`src/secure_ctrl_pkg.sv`:
```
// Constants, types and register map of the secure mode and fuse area controller.
package secure_ctrl_pkg;

  localparam int DATA_W = 8;
  localparam int NUM_RAMS = 2;

  // Mode encodings, Gray coded along startup, vendor, system.
  typedef enum logic [1:0] {
    MODE_STARTUP = 2'b00,
    MODE_VENDOR = 2'b01,
    MODE_SYSTEM = 2'b11,
    MODE_FACTORY = 2'b10
  } mode_type;

  // One word returned by a memory, with its stored parity bit.
  typedef struct packed {
    logic valid;
    logic [DATA_W-1:0] data;
    logic par;
  } mem_word_type;

  // Configuration fuses as loaded from storage, with their parity bit.
  typedef struct packed {
    logic card_dis_allowed;
    logic erase_allowed;
    logic ram2_rd_par_en;
    logic ram1_rd_par_en;
    logic par;
  } fuse_word_type;

  // Register byte offsets.
  localparam logic [11:0] OFS_MODE = 12'h000;
  localparam logic [11:0] OFS_LIFE = 12'h004;
  localparam logic [11:0] OFS_CONFIG = 12'h008;
  localparam logic [11:0] OFS_MAP = 12'h00c;
  localparam logic [11:0] OFS_PROT = 12'h010;
  localparam logic [11:0] OFS_CAUSE = 12'h014;
  localparam logic [11:0] OFS_RO_AREA = 12'h100;
  localparam logic [11:0] OFS_WP_AREA = 12'h120;
  localparam logic [11:0] OFS_WO_AREA = 12'h130;

  // Area sizes in bytes and in words; the whole manufacturer area.
  localparam int MFR_AREA_BYTES = 768;
  localparam int RO_BYTES = 32;
  localparam int WP_BYTES = 16;
  localparam int WO_BYTES = 32;
  localparam int RO_WORDS = RO_BYTES / 4;
  localparam int WP_WORDS = WP_BYTES / 4;
  localparam int WO_WORDS = WO_BYTES / 4;

  // Designated write-once bytes.
  localparam int CARD_DIS_BYTE = 0;
  localparam int ERASE_BYTE = 1;

  // Field positions.
  localparam int LIFE_DELIVERED_BIT = 0;
  localparam int LIFE_BOOT_OFF_BIT = 1;
  localparam int CONFIG_LOADED_BIT = 4;
  localparam int CONFIG_BLOCKED_BIT = 5;
  localparam int MAP_SYS_BIT = 0;
  localparam int PROT_WP_BIT = 0;
  localparam int CAUSE_ROM_BIT = 0;
  localparam int CAUSE_NVM_BIT = 1;
  localparam int CAUSE_SCAN_BIT = 2;
  localparam int CAUSE_RD_BIT = 3;
  localparam int CAUSE_FUSE_BIT = 4;
  localparam int CAUSE_W = 5;

  // Reset values.
  localparam logic [31:0] RESET_WORD = 32'h0000_0000;

  // Hamming code word: bit 0 overall parity, bits 1 to 12 Hamming positions.
  localparam int ECC_W = 13;

endpackage

```
`src/secure_ctrl.sv`:
```
// Secure mode sequencer, manufacturer area guard and memory integrity reset logic.
`timescale 1ns/1ps

// What this block does
// - ROM read parity failure forces chip reset.
// - Correct single-bit errors in nonvolatile words.
// - Uncorrectable nonvolatile error forces chip reset.
// - Background parity scan per RAM resets chip.
// - Optional per-RAM read parity check resets.
// - Reset always places CPU in startup.
// - Startup reachable only through reset.
// - Startup leads only to factory or vendor.
// - Vendor state never enters factory state.
// - Delivery blocks factory entry, disables test ROM.
// - Bootloader disabled permanently before delivery.
// - Manufacturer area at reserved top addresses; here at offsets 0x100 to 0x14f, well above the registers at 0x000 to 0x017.
// - Area access depends on mode and mapping.
// - Fuses parity-checked at load and stored.
// - Read-only region never writable by software.
// - Protectable region refuses writes once protected.
// - Write-once bits only set, never cleared.
// - Card-disable byte refuses startup after reset.
// - Erase byte destroys application nonvolatile contents.
module secure_ctrl #(
  parameter int RAM_AW = 10,
  parameter logic [8*secure_ctrl_pkg::RO_BYTES-1:0] RO_CONTENT = '0
) (
  input wire logic clk,
  input wire logic rst_b,
  input wire logic por_b,
  input wire logic psel,
  input wire logic penable,
  input wire logic pwrite,
  input wire logic [11:0] paddr,
  input wire logic [31:0] pwdata,
  input wire logic [3:0] pstrb,
  output logic [31:0] prdata,
  output logic pready,
  output logic pslverr,
  input wire secure_ctrl_pkg::fuse_word_type fuse_in,
  input wire secure_ctrl_pkg::mem_word_type rom_word,
  input wire logic nvm_rd_valid,
  input wire logic [secure_ctrl_pkg::ECC_W-1:0] nvm_rd_code,
  output logic nvm_out_valid,
  output logic [secure_ctrl_pkg::DATA_W-1:0] nvm_out_data,
  output logic nvm_out_corrected,
  output logic [RAM_AW-1:0] ram_scan_addr [secure_ctrl_pkg::NUM_RAMS],
  input wire secure_ctrl_pkg::mem_word_type ram_scan_word [secure_ctrl_pkg::NUM_RAMS],
  input wire secure_ctrl_pkg::mem_word_type ram_sw_word [secure_ctrl_pkg::NUM_RAMS],
  output logic chip_reset_req,
  output secure_ctrl_pkg::mode_type cpu_mode,
  output logic test_rom_en,
  output logic bootloader_en,
  output logic card_disabled,
  output logic erase_all
);

  secure_ctrl_pkg::mode_type mode_r;
  secure_ctrl_pkg::fuse_word_type fuse_r;
  logic fuse_loaded_r;
  logic startup_blocked_r;
  logic delivered_r;
  logic boot_off_r;
  logic map_sys_r;
  logic wp_locked_r;
  logic [secure_ctrl_pkg::CAUSE_W-1:0] cause_r;
  logic [secure_ctrl_pkg::CAUSE_W-1:0] err_now;
  logic chip_reset_req_r;
  logic [7:0] wp_mem [secure_ctrl_pkg::WP_BYTES];
  logic [7:0] wo_mem [secure_ctrl_pkg::WO_BYTES];
  logic [RAM_AW-1:0] scan_addr_r [secure_ctrl_pkg::NUM_RAMS];
  logic [31:0] prdata_r;
  logic pslverr_r;
  logic nvm_out_valid_r;
  logic [secure_ctrl_pkg::DATA_W-1:0] nvm_out_data_r;
  logic nvm_out_corrected_r;
  logic nvm_double_err;
  logic fuse_err;
  logic setup_ph;
  logic wr_acc;
  logic area_ok;
  logic [3:0] wp_idx;
  logic [3:0] wo_idx;
  logic [3:0] ro_idx;
  logic in_ro;
  logic in_wp;
  logic in_wo;
  logic [31:0] rd_word;
  logic rd_err;

  function automatic logic even_par(input logic [secure_ctrl_pkg::DATA_W-1:0] d);
    even_par = ^d;
  endfunction

  // True when a returned memory word carries a parity mismatch.
  function automatic logic par_fail(input secure_ctrl_pkg::mem_word_type w);
    par_fail = w.valid && (w.par != even_par(w.data));
  endfunction

  function automatic logic fuse_par(input secure_ctrl_pkg::fuse_word_type f);
    fuse_par = f.card_dis_allowed ^ f.erase_allowed ^ f.ram2_rd_par_en ^ f.ram1_rd_par_en;
  endfunction

  // Legal mode transitions; nothing ever returns to startup.
  function automatic logic mode_step_ok(
    input secure_ctrl_pkg::mode_type cur,
    input secure_ctrl_pkg::mode_type req,
    input logic delivered,
    input logic blocked,
    input logic loaded
  );
    mode_step_ok = 1'b0;
    case (cur)
      secure_ctrl_pkg::MODE_STARTUP: begin
        mode_step_ok = loaded && !blocked &&
          ((req == secure_ctrl_pkg::MODE_VENDOR) ||
           ((req == secure_ctrl_pkg::MODE_FACTORY) && !delivered));
      end
      secure_ctrl_pkg::MODE_FACTORY: begin
        mode_step_ok = (req == secure_ctrl_pkg::MODE_VENDOR);
      end
      secure_ctrl_pkg::MODE_VENDOR: begin
        mode_step_ok = (req == secure_ctrl_pkg::MODE_SYSTEM);
      end
      default: begin
        mode_step_ok = (req == secure_ctrl_pkg::MODE_VENDOR);
      end
    endcase
  endfunction

  // Byte lane write with strobes; keep_ones leaves set bits set.
  function automatic logic [7:0] lane(
    input logic [7:0] old,
    input logic [31:0] wdata,
    input logic [3:0] strb,
    input int b,
    input logic keep_ones
  );
    logic [7:0] nb;
    nb = wdata[8*b +: 8];
    if (!strb[b]) begin
      lane = old;
    end else if (keep_ones) begin
      lane = old | nb;
    end else begin
      lane = nb;
    end
  endfunction

  // Single error correcting, double error detecting decode of one byte.
  function automatic logic [9:0] ecc_decode(input logic [secure_ctrl_pkg::ECC_W-1:0] c);
    logic [3:0] syn;
    logic overall;
    logic [secure_ctrl_pkg::ECC_W-1:0] fixed;
    logic corr;
    logic dbl;
    syn = 4'h0;
    fixed = c;
    corr = 1'b0;
    dbl = 1'b0;
    for (int i = 1; i < secure_ctrl_pkg::ECC_W; i++) begin
      if (c[i]) begin
        syn = syn ^ 4'(i);
      end
    end
    overall = ^c;
    if ((syn != 4'h0) && overall) begin
      if (syn < 4'(secure_ctrl_pkg::ECC_W)) begin
        fixed[syn] = ~c[syn];
        corr = 1'b1;
      end else begin
        dbl = 1'b1;
      end
    end else if (overall) begin
      corr = 1'b1;
    end else if (syn != 4'h0) begin
      dbl = 1'b1;
    end
    ecc_decode = {dbl, corr, fixed[12], fixed[11], fixed[10], fixed[9],
                  fixed[7], fixed[6], fixed[5], fixed[3]};
  endfunction

  assign setup_ph = psel && !penable;
  assign wr_acc = psel && penable && pwrite && !pslverr_r;
  assign pready = 1'b1;
  assign prdata = prdata_r;
  assign pslverr = pslverr_r;

  assign area_ok = (mode_r == secure_ctrl_pkg::MODE_FACTORY) ||
                   (mode_r == secure_ctrl_pkg::MODE_VENDOR) ||
                   ((mode_r == secure_ctrl_pkg::MODE_SYSTEM) && map_sys_r);

  assign in_ro = (paddr >= secure_ctrl_pkg::OFS_RO_AREA) && (paddr < secure_ctrl_pkg::OFS_WP_AREA);
  assign in_wp = (paddr >= secure_ctrl_pkg::OFS_WP_AREA) && (paddr < secure_ctrl_pkg::OFS_WO_AREA);
  assign in_wo = (paddr >= secure_ctrl_pkg::OFS_WO_AREA) &&
                 (paddr < secure_ctrl_pkg::OFS_WO_AREA + 12'(secure_ctrl_pkg::WO_BYTES));
  assign ro_idx = 4'((paddr - secure_ctrl_pkg::OFS_RO_AREA) >> 2);
  assign wp_idx = 4'((paddr - secure_ctrl_pkg::OFS_WP_AREA) >> 2);
  assign wo_idx = 4'((paddr - secure_ctrl_pkg::OFS_WO_AREA) >> 2);

  // Read data and the refusal answer are worked out in the setup cycle.
  always_comb begin
    rd_word = secure_ctrl_pkg::RESET_WORD;
    rd_err = 1'b0;
    if (paddr[1:0] != 2'b00) begin
      rd_err = 1'b1;
    end else if (paddr == secure_ctrl_pkg::OFS_MODE) begin
      rd_word = {30'h0, mode_r};
      rd_err = pwrite && !mode_step_ok(mode_r, secure_ctrl_pkg::mode_type'(pwdata[1:0]),
                                       delivered_r, startup_blocked_r, fuse_loaded_r);
    end else if (paddr == secure_ctrl_pkg::OFS_LIFE) begin
      rd_word[secure_ctrl_pkg::LIFE_DELIVERED_BIT] = delivered_r;
      rd_word[secure_ctrl_pkg::LIFE_BOOT_OFF_BIT] = boot_off_r;
      rd_err = pwrite && (mode_r != secure_ctrl_pkg::MODE_FACTORY) &&
               (mode_r != secure_ctrl_pkg::MODE_VENDOR);
    end else if (paddr == secure_ctrl_pkg::OFS_CONFIG) begin
      rd_word[3:0] = {fuse_r.card_dis_allowed, fuse_r.erase_allowed,
                      fuse_r.ram2_rd_par_en, fuse_r.ram1_rd_par_en};
      rd_word[secure_ctrl_pkg::CONFIG_LOADED_BIT] = fuse_loaded_r;
      rd_word[secure_ctrl_pkg::CONFIG_BLOCKED_BIT] = startup_blocked_r;
      rd_err = pwrite;
    end else if (paddr == secure_ctrl_pkg::OFS_MAP) begin
      rd_word[secure_ctrl_pkg::MAP_SYS_BIT] = map_sys_r;
      rd_err = pwrite && (mode_r != secure_ctrl_pkg::MODE_VENDOR);
    end else if (paddr == secure_ctrl_pkg::OFS_PROT) begin
      rd_word[secure_ctrl_pkg::PROT_WP_BIT] = wp_locked_r;
      rd_err = pwrite && !area_ok;
    end else if (paddr == secure_ctrl_pkg::OFS_CAUSE) begin
      rd_word[secure_ctrl_pkg::CAUSE_W-1:0] = cause_r;
    end else if (in_ro) begin
      rd_err = !area_ok || pwrite;
      for (int b = 0; b < 4; b++) begin
        rd_word[8*b +: 8] = RO_CONTENT[8*(4*ro_idx + b) +: 8];
      end
    end else if (in_wp) begin
      rd_err = !area_ok || (pwrite && wp_locked_r);
      for (int b = 0; b < 4; b++) begin
        rd_word[8*b +: 8] = wp_mem[4*wp_idx + b];
      end
    end else if (in_wo) begin
      rd_err = !area_ok;
      for (int b = 0; b < 4; b++) begin
        rd_word[8*b +: 8] = wo_mem[4*wo_idx + b];
      end
    end else begin
      rd_err = 1'b1;
    end
    if (rd_err) begin
      rd_word = secure_ctrl_pkg::RESET_WORD;
    end
  end

  always_ff @(posedge clk) begin
    if (!rst_b) begin
      prdata_r <= secure_ctrl_pkg::RESET_WORD;
      pslverr_r <= 1'b0;
    end else if (setup_ph) begin
      prdata_r <= rd_word;
      pslverr_r <= rd_err;
    end
  end

  always_ff @(posedge clk) begin
    if (!rst_b) begin
      mode_r <= secure_ctrl_pkg::MODE_STARTUP;
    end else if (wr_acc && (paddr == secure_ctrl_pkg::OFS_MODE)) begin
      mode_r <= secure_ctrl_pkg::mode_type'(pwdata[1:0]);
    end
  end

  always_ff @(posedge clk) begin
    if (!rst_b) begin
      fuse_r <= '0;
      fuse_loaded_r <= 1'b0;
      startup_blocked_r <= 1'b0;
    end else if (!fuse_loaded_r) begin
      fuse_r <= fuse_in;
      fuse_loaded_r <= 1'b1;
      startup_blocked_r <= fuse_in.card_dis_allowed &&
                           (wo_mem[secure_ctrl_pkg::CARD_DIS_BYTE] != 8'h00);
    end
  end

  assign fuse_err = fuse_loaded_r && (fuse_r.par != fuse_par(fuse_r));

  // Lifecycle, protection and write-once state live across chip resets.
  // delivery mark is cleared only by power-on reset
  always_ff @(posedge clk) begin
    if (!por_b) begin
      delivered_r <= 1'b0;
      boot_off_r <= 1'b0;
    end else if (wr_acc && (paddr == secure_ctrl_pkg::OFS_LIFE)) begin
      if (pwdata[secure_ctrl_pkg::LIFE_DELIVERED_BIT]) begin
        delivered_r <= 1'b1;
        boot_off_r <= 1'b1;
      end
      if (pwdata[secure_ctrl_pkg::LIFE_BOOT_OFF_BIT]) begin
        boot_off_r <= 1'b1;
      end
    end
  end

  always_ff @(posedge clk) begin
    if (!rst_b) begin
      map_sys_r <= 1'b0;
    end else if (wr_acc && (paddr == secure_ctrl_pkg::OFS_MAP)) begin
      map_sys_r <= pwdata[secure_ctrl_pkg::MAP_SYS_BIT];
    end
  end

  always_ff @(posedge clk) begin
    if (!por_b) begin
      wp_locked_r <= 1'b0;
    end else if (wr_acc && (paddr == secure_ctrl_pkg::OFS_PROT) &&
                 pwdata[secure_ctrl_pkg::PROT_WP_BIT]) begin
      wp_locked_r <= 1'b1;
    end
  end

  always_ff @(posedge clk) begin
    if (!por_b) begin
      for (int i = 0; i < secure_ctrl_pkg::WP_BYTES; i++) begin
        wp_mem[i] <= 8'h00;
      end
    end else if (wr_acc && in_wp) begin
      for (int b = 0; b < 4; b++) begin
        wp_mem[4*wp_idx + b] <= lane(wp_mem[4*wp_idx + b], pwdata, pstrb, b, 1'b0);
      end
    end
  end

  always_ff @(posedge clk) begin
    if (!por_b) begin
      for (int i = 0; i < secure_ctrl_pkg::WO_BYTES; i++) begin
        wo_mem[i] <= 8'h00;
      end
    end else if (wr_acc && in_wo) begin
      for (int b = 0; b < 4; b++) begin
        wo_mem[4*wo_idx + b] <= lane(wo_mem[4*wo_idx + b], pwdata, pstrb, b, 1'b1);
      end
    end
  end

  always_ff @(posedge clk) begin
    if (!rst_b) begin
      erase_all <= 1'b0;
    end else begin
      erase_all <= fuse_loaded_r && fuse_r.erase_allowed &&
                   (wo_mem[secure_ctrl_pkg::ERASE_BYTE] != 8'h00);
    end
  end

  always_ff @(posedge clk) begin
    if (!rst_b) begin
      nvm_out_valid_r <= 1'b0;
      nvm_out_data_r <= '0;
      nvm_out_corrected_r <= 1'b0;
      nvm_double_err <= 1'b0;
    end else begin
      logic [9:0] dec;
      dec = ecc_decode(nvm_rd_code);
      nvm_out_valid_r <= nvm_rd_valid && !dec[9];
      nvm_out_data_r <= dec[7:0];
      nvm_out_corrected_r <= nvm_rd_valid && dec[8] && !dec[9];
      nvm_double_err <= nvm_rd_valid && dec[9];
    end
  end

  always_ff @(posedge clk) begin
    if (!rst_b) begin
      for (int r = 0; r < secure_ctrl_pkg::NUM_RAMS; r++) begin
        scan_addr_r[r] <= '0;
      end
    end else begin
      for (int r = 0; r < secure_ctrl_pkg::NUM_RAMS; r++) begin
        scan_addr_r[r] <= scan_addr_r[r] + 1'b1;
      end
    end
  end

  always_comb begin
    err_now = '0;
    err_now[secure_ctrl_pkg::CAUSE_ROM_BIT] = par_fail(rom_word);
    err_now[secure_ctrl_pkg::CAUSE_NVM_BIT] = nvm_double_err;
    err_now[secure_ctrl_pkg::CAUSE_SCAN_BIT] = par_fail(ram_scan_word[0]) ||
                                              par_fail(ram_scan_word[1]);
    err_now[secure_ctrl_pkg::CAUSE_RD_BIT] =
      (fuse_r.ram1_rd_par_en && par_fail(ram_sw_word[0])) ||
      (fuse_r.ram2_rd_par_en && par_fail(ram_sw_word[1]));
    err_now[secure_ctrl_pkg::CAUSE_FUSE_BIT] = fuse_err ||
      (!fuse_loaded_r && (fuse_in.par != fuse_par(fuse_in)));
  end

  always_ff @(posedge clk) begin
    if (!rst_b) begin
      chip_reset_req_r <= 1'b0;
    end else begin
      chip_reset_req_r <= |err_now;
    end
  end

  // A cause that arrives with its clear is kept.
  always_ff @(posedge clk) begin
    if (!por_b) begin
      cause_r <= '0;
    end else if (wr_acc && (paddr == secure_ctrl_pkg::OFS_CAUSE)) begin
      cause_r <= (cause_r & ~pwdata[secure_ctrl_pkg::CAUSE_W-1:0]) | err_now;
    end else begin
      cause_r <= cause_r | err_now;
    end
  end

  assign chip_reset_req = chip_reset_req_r;
  assign cpu_mode = mode_r;
  assign nvm_out_valid = nvm_out_valid_r;
  assign nvm_out_data = nvm_out_data_r;
  assign nvm_out_corrected = nvm_out_corrected_r;
  assign ram_scan_addr = scan_addr_r;
  assign test_rom_en = (mode_r == secure_ctrl_pkg::MODE_FACTORY) && !delivered_r;
  assign bootloader_en = !boot_off_r;
  assign card_disabled = startup_blocked_r;

endmodule

```
`config.mk`:
```
export PLATFORM = sky130hd
export DESIGN_NAME = secure_ctrl
export DESIGN_NICKNAME = d
export VERILOG_FILES = /design/src/secure_ctrl_pkg.sv /design/src/secure_ctrl.sv
export SDC_FILE = /design/constraint.sdc
export NUM_CORES = 1
export LEC_CHECK = 0
export BUFFER_PORTS_ARGS = -buffer_cell sky130_fd_sc_hd__buf_2
export CAP_MARGIN = 20
export CORE_MARGIN = 2
export CORE_UTILIZATION = 36
export CTS_CLUSTER_DIAMETER = 150
export DETAILED_ROUTE_END_ITERATION = 10
export HOLD_SLACK_MARGIN = 0.05
export PLACE_DENSITY_LB_ADDON = 0.25
export SYNTH_ARGS = -nofsm -noshare
export SYNTH_HDL_FRONTEND = slang
export SYNTH_SLANG_ARGS = --single-unit
export TNS_END_PERCENT = 5
```
`constraint.sdc`:
```
create_clock -name clk -period 4.3 [get_ports clk]
set_clock_uncertainty 0.2 [all_clocks]
set_input_delay 0.43 -clock clk [delete_from_list [all_inputs] [get_ports clk]]
set_output_delay 0.43 -clock clk [all_outputs]
set_load 0.05 [all_outputs]
```
==> reports/qor.yml, run 1 <==
worst_setup_path:
  max_stage_delay_ns: 0.60
  path_cells: "dlygate4sd3_1, buf_2, xnor2_2, xnor2_1, xnor2_1, nor4_1, o21ai_0, a21oi_1, dlygate4sd3_1"
  cp.required_ns: 4.64
  slowest_stage: "xnor2_1"
  worstSetupEndpointType: "register"
  r2r-start: "cpu_mode[1]"
  arrival_ns: 3.45
  crit_start: "nvm_rd_code[3]"
  worstPathMaxFanout: 9
  critical_path_class: "input port to register"
  startpoint_type: "input port"
floorplan:
  fp.dieW_um: 249
  start_util_pct: 36.5
  die_h_um: 249
  die-area_um2: 61800
  rows: 89
  core_um2: 59000
  pin_count: 194
yosys:
  yosysSeqAreaShare_pct: 61.4
  syn_area_um2: 21500
  synth_cell_types: 80
  syn_inst: 1616
  synth_edf_count: 384
  syn_area_per_cell_um2: 13.3
  synth_top_flop_cell: "edfxtp_1"
  synth_area_leaders: "edfxtp_1 (54%), mux4_2 (10%), dfxtp_1 (7.8%)"
  synth_async_sr_flop_share_pct: 0
  ys_warn_count: 0
  synth_top_area_cell: "edfxtp_1"
  netlist.area_leader.share_pct: 53.6
  synth_nets: 1745
  ys_ff_latch: 468
grt:
  grt_overflow: 0
  grt_usage_pct: 19.9
  antenna_found_initial: 1
  grt_start_max_net_pins: 49
  grt_pass1_wl_um: 93400
  first_global_vias: 14600
sta:
  tightest_slew_ns: 0.892
  rsz0062_at_grt: "no"
  tns_ns: 0
  period_needed_ns: 3.12
  fmax_mhz: 321
  relSlewSlack_pct: 39.9
  hold_ws_ns: 0.0839
  period_share_pct: 72.5
  setup_viol: 0
  timing.final.max_slew_violations: 0
  finalHoldViolCount: 0
route:
  wirelength_um: 62000
  drc: 0
  via_per_inst: 5.40
  ant_nets: 0
  dr.pass1.iters: 5
  drt_iter0_markers: 1258
  wire_per_inst_um: 23.4
  vias: 14300
pwr:
  irDropWorstVdd_mv: 0.301
  clockPowerShare_pct: 41.8
  p_int_w: 0.00822
  power_switching_share_pct: 24.1
  power.switching_w: 0.00261
  power_leakage_nw: 9.57
  comb_power_share_pct: 11.1
  finalPower_w: 0.0108
  power.density_nw_per_um2: 424
  seq_power_share_pct: 47.1
placement:
  io_buffers: 192
  dpl.hpwl_um: 38700
  place_congestion: 0.828
cells_and_area:
  nNetsFinal: 1969
  areaGrowthSynthToFinish_pct: 18.6
  diodes: 0
  mostFrequentLayoutCells: "nor2_1 (436), edfxtp_1 (384), buf_2 (189)"
  final-seq-area_um2: 13200
  multiInputGateArea_um2: 7840
  final_layout_size_suffix_gt1_share_pct: 24.4
  nFillCells: 5395
  layout_commonest_cell: "nor2_1"
clock_network:
  clk_latency_ns: 0.61
  cts_buffers: 51
  ctsResizeCount: 0
  clkSinkCount: 468
  path_clk_slew_ns: 0.06
  max-clock-path-buffers: 3
  htreeDepth: 2
  cts_tree: "done"
  cts-root-buf: "clkbuf_16"
  postCtsSetupRepairBufs: 0
worst_hold_path:
  hold_path.startpoint: "pwdata[24]"
  min_path_type: "input port to register"
run_status:
  status: "complete, no violations"
job:
  max-cap-violations: 0
==> power groups by stage <==
stage	Sequential (W)	Clock, W	Combinational [W]
3_3_place_gp	0.00519	0	0.00116
4_1_cts	0.00510	0.00461	0.00121
3_5_place_dp	0.00519	0	0.00117
2_1_floorplan	0.00523	0	0.000745
5_1_grt	0.00511	0.00480	0.00130
6_report	0.00510	0.00453	0.00120
==> cells in the mapped netlist, types with 14 or more instances <==
master,number
a21boi_2,24
a21oi_1,25
a22o_1,28
buf_1,14
buf_2,24
clkbuf_1,52
dfxtp_1,84
edfxtp_1,384
mux2i_1,72
mux4_2,97
nand2_1,81
nand3_1,18
nor2_1,436
o21ai_0,41
xnor2_1,45
xor2_1,19
==> flip-flops by register name (all words and copies together), names as in the netlist, 2 cells and up <==
register / cells
wo_mem: 256
wp_mem: 128
prdata: 32
ram_scan_addr: 20
nvm_out_data: 8
cause_r: 5
fuse_r: 5
cpu_mode: 2
==> logic make-up (layout without fill, tap and decap cells) <==
family	count (synthesis)	count (layout)	share of synthesized area, %
AO/OA/AOI/OAI	173	173	6.14
XOR/XNOR	82	82	4.36
adder cells (fa/ha/maj)	8	8	0.442
buffers and inverters	111	377	2.27
flip-flops	468	468	61.4
multiplexers	175	175	13.8
other	1	1	0.0174
AND/OR/NAND/NOR	598	598	11.6
==> path summary, 6_finish.rpt <==
kind                                        end  slack (ns)  depth (start not counted)
worst max-delay path            nvm_out_data[1]        1.18                          9
worst min-delay path               wo_mem[7][0]        0.08                          3
worst max register to register        prdata[5]        1.36                          8
worst min register to register        prdata[3]        0.26                          2
==> layer usage <==
metal	share of wire, %	GRT usage [%]	up-vias
met1	41	26.4	7357
met3	6.8	3.41	78
met4	2.2	5.53	2
met2	50	33.8	524
met5	0.013	0	-
li1	-	-	6383
==> metrics by stage <==
stage / setup WS, ns / std cells / util, % / instance area [um^2]
after floorplan: 1.07 / 1616 / - / 21500
final: 1.18 / 2655 / 43.3 / 25500
after CTS: 1.27 / 2654 / 43.2 / 25500
after global placement: 1.07 / 2524 / 39.7 / 23400
after detailed placement: 1.05 / 2524 / 39.7 / 23400
after global routing: 1.03 / 2655 / 43.3 / 25500
==> final cells by class <==
cell class | count | area share, %
clock inverters | 26 | 1.36
multi-input cells | 1037 | 30.7
well taps | 773 | 3.79
repair buffers | 270 | 6.77
flip-flops and latches | 468 | 51.7
inverters | 12 | 0.176
clock buffers | 69 | 5.46
==> timing repair <==
item | 4_1_cts | 5_1_grt
setup endpoints to repair | 0 | 0
endpoints found under the hold margin | 91 | 0
hold buffers | 35 | 0
==> worst max-delay path: cells and delay by family <==
| kind | cells | cell delay [ns] |
|---|---|---|
| AOI/OAI and AO/OA | 2 | 0.25 |
| xor gates and xnor gates | 3 | 1.13 |
| buffers and inverters | 3 | 1.27 |
| and+or+nand+nor | 1 | 0.37 |
Power figures use the tool's default switching activity.
==> run 2, diff against run 1 <==
- clock period: 4.3 -> 2.9 ns (I/O delays scaled with it)
==> run 2 against run 1 <==
- hold slack better by 0.0010 ns
- flip-flop and latch count unchanged
- die area unchanged
- non-clock buffer count up 82
- via count up 1.9%
- worst setup slack worse by 1.1 ns
- clock power up 36%
- critical path type unchanged
- largest power group unchanged
- highest routed layer is now met4
==> reports/qor.yml, run 2 (synthesis results as in run 1) <==
floorplan:
  core_um2: 59000  # unchanged
  die_h_um: 249  # unchanged
  fp.dieW_um: 249  # unchanged
  pin_count: 194  # unchanged
  start_util_pct: 36.5  # unchanged
  rows: 89  # unchanged
  die-area_um2: 61800  # unchanged
placement:
  place_congestion: 0.860  # +3.8%
  dp_cells: 2569  # +1.8%
  post-place-ws_ns: 0.172  # -0.882 ns
  dpl.hpwl_um: 40300  # +4.2%
  io_buffers: 192  # unchanged
clock_network:
  clk_latency_ns: 0.60  # about the same
  htreeDepth: 2  # unchanged
  max-clock-path-buffers: 3  # unchanged
  clkSinkCount: 468  # unchanged
  cts_tree: "done"
  cts_buffers: 48  # -5.9%
  cts-root-buf: "clkbuf_16"
  path_clk_slew_ns: 0.06  # about the same
route:
  wirelength_um: 63500  # +2.3%
  drt_iter0_markers: 1125  # -11%
  via_per_inst: 5.35  # -1.0%
  ant_nets: 0  # unchanged
  drc: 0  # unchanged
  dr.pass1.iters: 5  # unchanged
  vias: 14600  # +1.9%
  wire_per_inst_um: 23.2  # -0.55%
cells_and_area:
  layout_commonest_cell: "nor2_1"
  mostFrequentLayoutCells: "nor2_1 (436), edfxtp_1 (384), buf_2 (188)"
  nNetsFinal: 2048  # +4.0%
  nFillCells: 5362  # -0.61%
  largest_reg_flops: 256  # unchanged
  diodes: 0  # unchanged
  stdcell_count: 2732  # +2.9%
  top_register: "wo_mem"
  areaGrowthSynthToFinish_pct: 22.5
  final_layout_size_suffix_gt1_share_pct: 26.0  # +1.6 points
worst_setup_path:
  slowest_stage: "dlygate4sd3_1"
  ff2ff_path_depth: 6  # -2
  crit_path_end: "nvm_out_data[5]"
  path_cells: "dlygate4sd3_1, clkbuf_4, xnor3_2, buf_12, xor2_4, nand2_1, a211oi_2, o21ai_0, a21oi_1, dlygate4sd3_1"
  worstPathMaxFanout: 7  # -2
  crit_start: "nvm_rd_code[11]"
  r2r-start: "pslverr"
  max_stage_delay_ns: 0.57  # -0.03 ns
  arrival_ns: 3.17  # -0.28 ns
  critical_path_class: "input port to register"
  crit_top_cell: "dlygate4sd3_1"
  worstSetupEndpointType: "register"
  r2r-end: "cause_r[3]"
  startpoint_type: "input port"
  cp.required_ns: 3.23  # -1.41 ns
  r2r_setup_slack_ns: 0.25  # -1.11 ns
sta:
  finalHoldViolCount: 0  # unchanged
  relSlewSlack_pct: 53.9  # +14 points
  tightest_slew_ns: 0.692  # -0.200 ns
  setup_viol: 0  # unchanged
  setup_ws_ns: 0.0659  # -1.12 ns
  fmax_mhz: 353
  period_needed_ns: 2.83
  hold_ws_ns: 0.0849  # +0.00101 ns
  tns_ns: 0  # unchanged
  period_share_pct: 97.7
  timing.final.max_slew_violations: 0  # unchanged
pwr:
  seq_power_share_pct: 48.0  # +0.9 points
  p_int_w: 0.0118  # +44%
  finalPower_w: 0.0157  # +45%
  irDropWorstVdd_mv: 0.418  # +39%
  clockPowerShare_pct: 39.1  # -2.7 points
  power.switching_w: 0.00388  # +49%
  power_switching_share_pct: 24.7  # +0.62 points
  comb_power_share_pct: 12.9  # +1.8 points
  power.density_nw_per_um2: 596  # +40%
  power_leakage_nw: 9.99  # +4.3%
grt:
  antenna_found_initial: 0  # -1
  grt_pass1_wl_um: 95100  # +1.8%
  first_global_vias: 14800  # +1.2%
  grt_start_max_net_pins: 64  # +31%
  grt_overflow: 0  # unchanged
  grt_usage_pct: 20.3  # +0.32 points
run_status:
  status: "complete, no violations"
job:
  max-cap-violations: 0  # unchanged
worst_hold_path:
  min_path_type: "input port to register"
==> run 2: cell types whose count changed in the layout (fill, tap and decap cells not counted), sizes merged <==
cell | previous run | this run
buf | 235 | 283
bufinv | 7 | 4
clkbuf | 69 | 67
clkinv | 14 | 19
clkinvlp | 3 | 1
dlygate4sd3 | 35 | 68
inv | 14 | 12
==> run 2: area by class of cell <==
type / count / area [um^2] / area share (%)
clock buffers: 66 / 1290 / 4.89
repair buffers: 352 / 2690 / 10.2
inverters: 12 / 45.0 / 0.171
well taps: 773 / 967 / 3.67
multi-input cells: 1037 / 7920 / 30.0
clock inverters: 24 / 253 / 0.958
flip-flops and latches: 468 / 13200 / 50.1
==> run 2: per-layer routing <==
metal | vias up | track usage, % | share of wire [%]
met4 | 0 | 5.06 | 2.0
met5 | - | 0 | 0
met3 | 79 | 2.94 | 5.9
met1 | 7486 | 27.7 | 43
met2 | 500 | 33.9 | 49
li1 | 6548 | - | -
==> run 2: power groups by stage <==
stage	registers [W]	clock network, W	logic (W)
floorplan	0.00776	0	0.00111
detailed placement	0.00769	0	0.00186
global placement	0.00768	0	0.00184
finish	0.00755	0.00614	0.00202
global route	0.00757	0.00651	0.00216
CTS	0.00755	0.00625	0.00197
==> run 2: what timing repair did <==
action,CTS,global route
gates resized for setup,0,12
hold buffers,68,0
endpoints found under the hold margin,364,0
endpoints found under the setup margin,0,6
setup buffers,0,4
==> run 2: through the flow <==
step	cell area, um^2	utilization, %
after floorplan	21500	-
after global placement	24000	40.7
after detailed placement	24000	40.7
after CTS	26200	44.4
after global routing	26400	44.7
final	26400	44.7
==> run 2: worst min-delay path by stage <==
stage                                 from               end  slack, ns  cells past startpoint
after detailed placement  ram_scan_addr[0]  ram_scan_addr[0]       0.25                      1
final                       nvm_rd_code[4]   nvm_out_data[2]       0.08                      5
after floorplan                      rst_b     fuse_loaded_r       0.12                      0
after CTS                   nvm_rd_code[4]   nvm_out_data[2]       0.05                      5
after global routing        nvm_rd_code[4]   nvm_out_data[2]        0.1                      5
after global placement    ram_scan_addr[0]  ram_scan_addr[0]       0.25                      1
==> run 2: worst max-delay path, delay by kind of cell <==
kind | cells | cell delay, ns
AOI/OAI and AO/OA | 3 | 0.50
xor gates and xnor gates | 2 | 0.79
buffers and inverters | 4 | 1.46
and+or+nand+nor | 1 | 0.13
==> run 3, diff against run 2 <==
- CTS_BUF_LIST: default -> sky130_fd_sc_hd__clkbuf_4 sky130_fd_sc_hd__clkbuf_8
==> run 3 against run 2 <==
- fmax fell by 1.2%
- utilization increased by 0.35 points
- register-to-register slack better by 0.03 ns
- non-clock buffer count increased by 6
- worst setup slack lost 0.034 ns
- combinational power about the same
- global-route usage is 0.20 points higher
- sequential share of layout area decreased by 0.38 points
- critical path depth is 1 lower
- cell area rose by 0.77%
- cell count increased by 2.3%
- total power up 0.27%
==> reports/qor.yml, run 3 (synthesis results as in run 1) <==
run_status:
  status: "complete, no violations"
clock_network:
  clkSinkCount: 468  # unchanged
  max-clock-path-buffers: 3  # unchanged
  cts-root-buf: "clkbuf_8"
  cts_tree: "done"
  cts_buffers: 79  # +65%
  htreeDepth: 3  # +1
  path_clk_slew_ns: 0.06  # about the same
  clk_latency_ns: 0.65  # +0.05 ns
sta:
  tightest_slew_ns: 0.694  # +0.00279 ns
  hold_ws_ns: 0.150  # +0.0652 ns
  rsz0062_at_grt: "yes"
  finalHoldViolCount: 0  # unchanged
  fmax_mhz: 349  # -1.2%
  tns_ns: 0  # unchanged
  period_share_pct: 98.9  # +1.2 points
  period_needed_ns: 2.87  # +0.0342 ns
  setup_ws_ns: 0.0318  # -0.0342 ns
  relSlewSlack_pct: 53.7  # -0.19 points
  setup_viol: 0  # unchanged
  timing.final.max_slew_violations: 0  # unchanged
route:
  drt_iter0_markers: 1169  # +3.9%
  wire_per_inst_um: 22.9  # -1.6%
  dr.pass1.iters: 5  # unchanged
  vias: 14800  # +1.5%
  ant_nets: 0  # unchanged
  drc: 0  # unchanged
  wirelength_um: 63900  # +0.69%
  via_per_inst: 5.30  # -0.83%
worst_setup_path:
  worstPathMaxFanout: 7  # unchanged
  worstSetupEndpointType: "register"
  critical_path_class: "input port to register"
  startpoint_type: "input port"
  arrival_ns: 3.25  # +0.08 ns
  cp.required_ns: 3.28  # +0.05 ns
grt:
  antenna_found_initial: 1  # +1
  grt_usage_pct: 20.4  # +0.20 points
  grt_pass1_wl_um: 95800  # +0.81%
  grt_start_max_net_pins: 64  # unchanged
  grt_overflow: 0  # unchanged
  first_global_vias: 15200  # +2.7%
floorplan:
  pin_count: 194  # unchanged
  die-area_um2: 61800  # unchanged
  die_h_um: 249  # unchanged
  rows: 89  # unchanged
  core_um2: 59000  # unchanged
  fp.dieW_um: 249  # unchanged
  start_util_pct: 36.5  # unchanged
placement:
  post-place-ws_ns: 0.172  # unchanged
  dp_cells: 2569  # unchanged
  io_buffers: 192  # unchanged
  dpl.hpwl_um: 40300  # unchanged
  place_congestion: 0.860  # unchanged
worst_hold_path:
  min_path_type: "input port to register"
job:
  max-cap-violations: 0  # unchanged
cells_and_area:
  stdcell_count: 2795  # +2.3%
  areaGrowthSynthToFinish_pct: 23.5
  largest_reg_flops: 256  # unchanged
  mostFrequentLayoutCells: "nor2_1 (435), edfxtp_1 (384), buf_2 (188)"
  top_register: "wo_mem"
  post-route-util_pct: 45.0  # +0.35 points
  nNetsFinal: 2085  # +1.8%
  final_layout_size_suffix_gt1_share_pct: 29.2  # +3.2 points
  layout_commonest_cell: "nor2_1"
pwr:
  power_leakage_nw: 10.2  # +1.8%
  power.density_nw_per_um2: 593  # -0.50%
  irDropWorstVdd_mv: 0.267  # -36%
==> run 3: cell count changes in the layout (fill, tap and decap cells not counted), sizes merged <==
cell	previous run	this run
buf	283	286
bufinv	4	1
clkbuf	67	125
clkinv	19	16
clkinvlp	1	2
diode	0	1
dlygate4sd3	68	71
inv	12	15
==> run 3: routing by layer <==
metal | vias up | share of wire [%] | GRT usage, %
met5 | - | 0 | 0
met4 | 0 | 2.2 | 6.47
met3 | 94 | 6.0 | 3.23
met1 | 7583 | 43 | 27.4
li1 | 6626 | - | -
met2 | 523 | 49 | 34.1
==> run 3: cell type report <==
cell class,count,area (um^2)
well taps,773,967
repair buffers,358,2740
fillers,5364,32400
diodes,1,2.50
clock inverters,22,155
multi-input cells,1037,7940
clock buffers,124,1520
inverters,12,45.0
flip-flops and latches,468,13200
==> run 3: worst paths after layout <==
kind	cells past startpoint	slack, ns	startpoint	endpoint
worst max-delay path	9	0.03	nvm_rd_code[11]	nvm_out_corrected
worst min-delay path	6	0.15	paddr[10]	prdata[0]
worst max register to register	8	0.28	cpu_mode[1]	prdata[1]
worst min register to register	1	0.26	ram_scan_addr[0]	ram_scan_addr[0]
==> run 3: through the flow <==
stage | power, W | area, um^2
CTS | 0.0158 | 26400
global route | 0.0163 | 26600
floorplan | 0.00886 | 21500
finish | 0.0158 | 26600
global placement | 0.00952 | 24000
detailed placement | 0.00955 | 24000
==> run 3: timing repair <==
action                                 CTS  global route
endpoints found under the hold margin  400             0
gates resized for setup                  0            18
setup buffers                            0             7
hold buffers                            71             0
setup endpoints to repair                0            33
==> run 3: where the power goes <==
part | internal [W] | switching, W | total, W
clock | 0.00344 | 0.00273 | 0.00617
combinational | 0.000889 | 0.00115 | 0.00204
sequential | 0.00747 | 0.0000801 | 0.00755
total | 0.0118 | 0.00396 | 0.0158
==> run 3: critical path: stages <==
cell	delay [ns]
dlygate4sd3_1	0.53
clkbuf_4	0.19
xnor3_2	0.56
xor2_4	0.25
o21ai_2	0.19
a21oi_1	0.09
or3_1	0.40
a211oi_2	0.18
dlygate4sd3_1	0.56
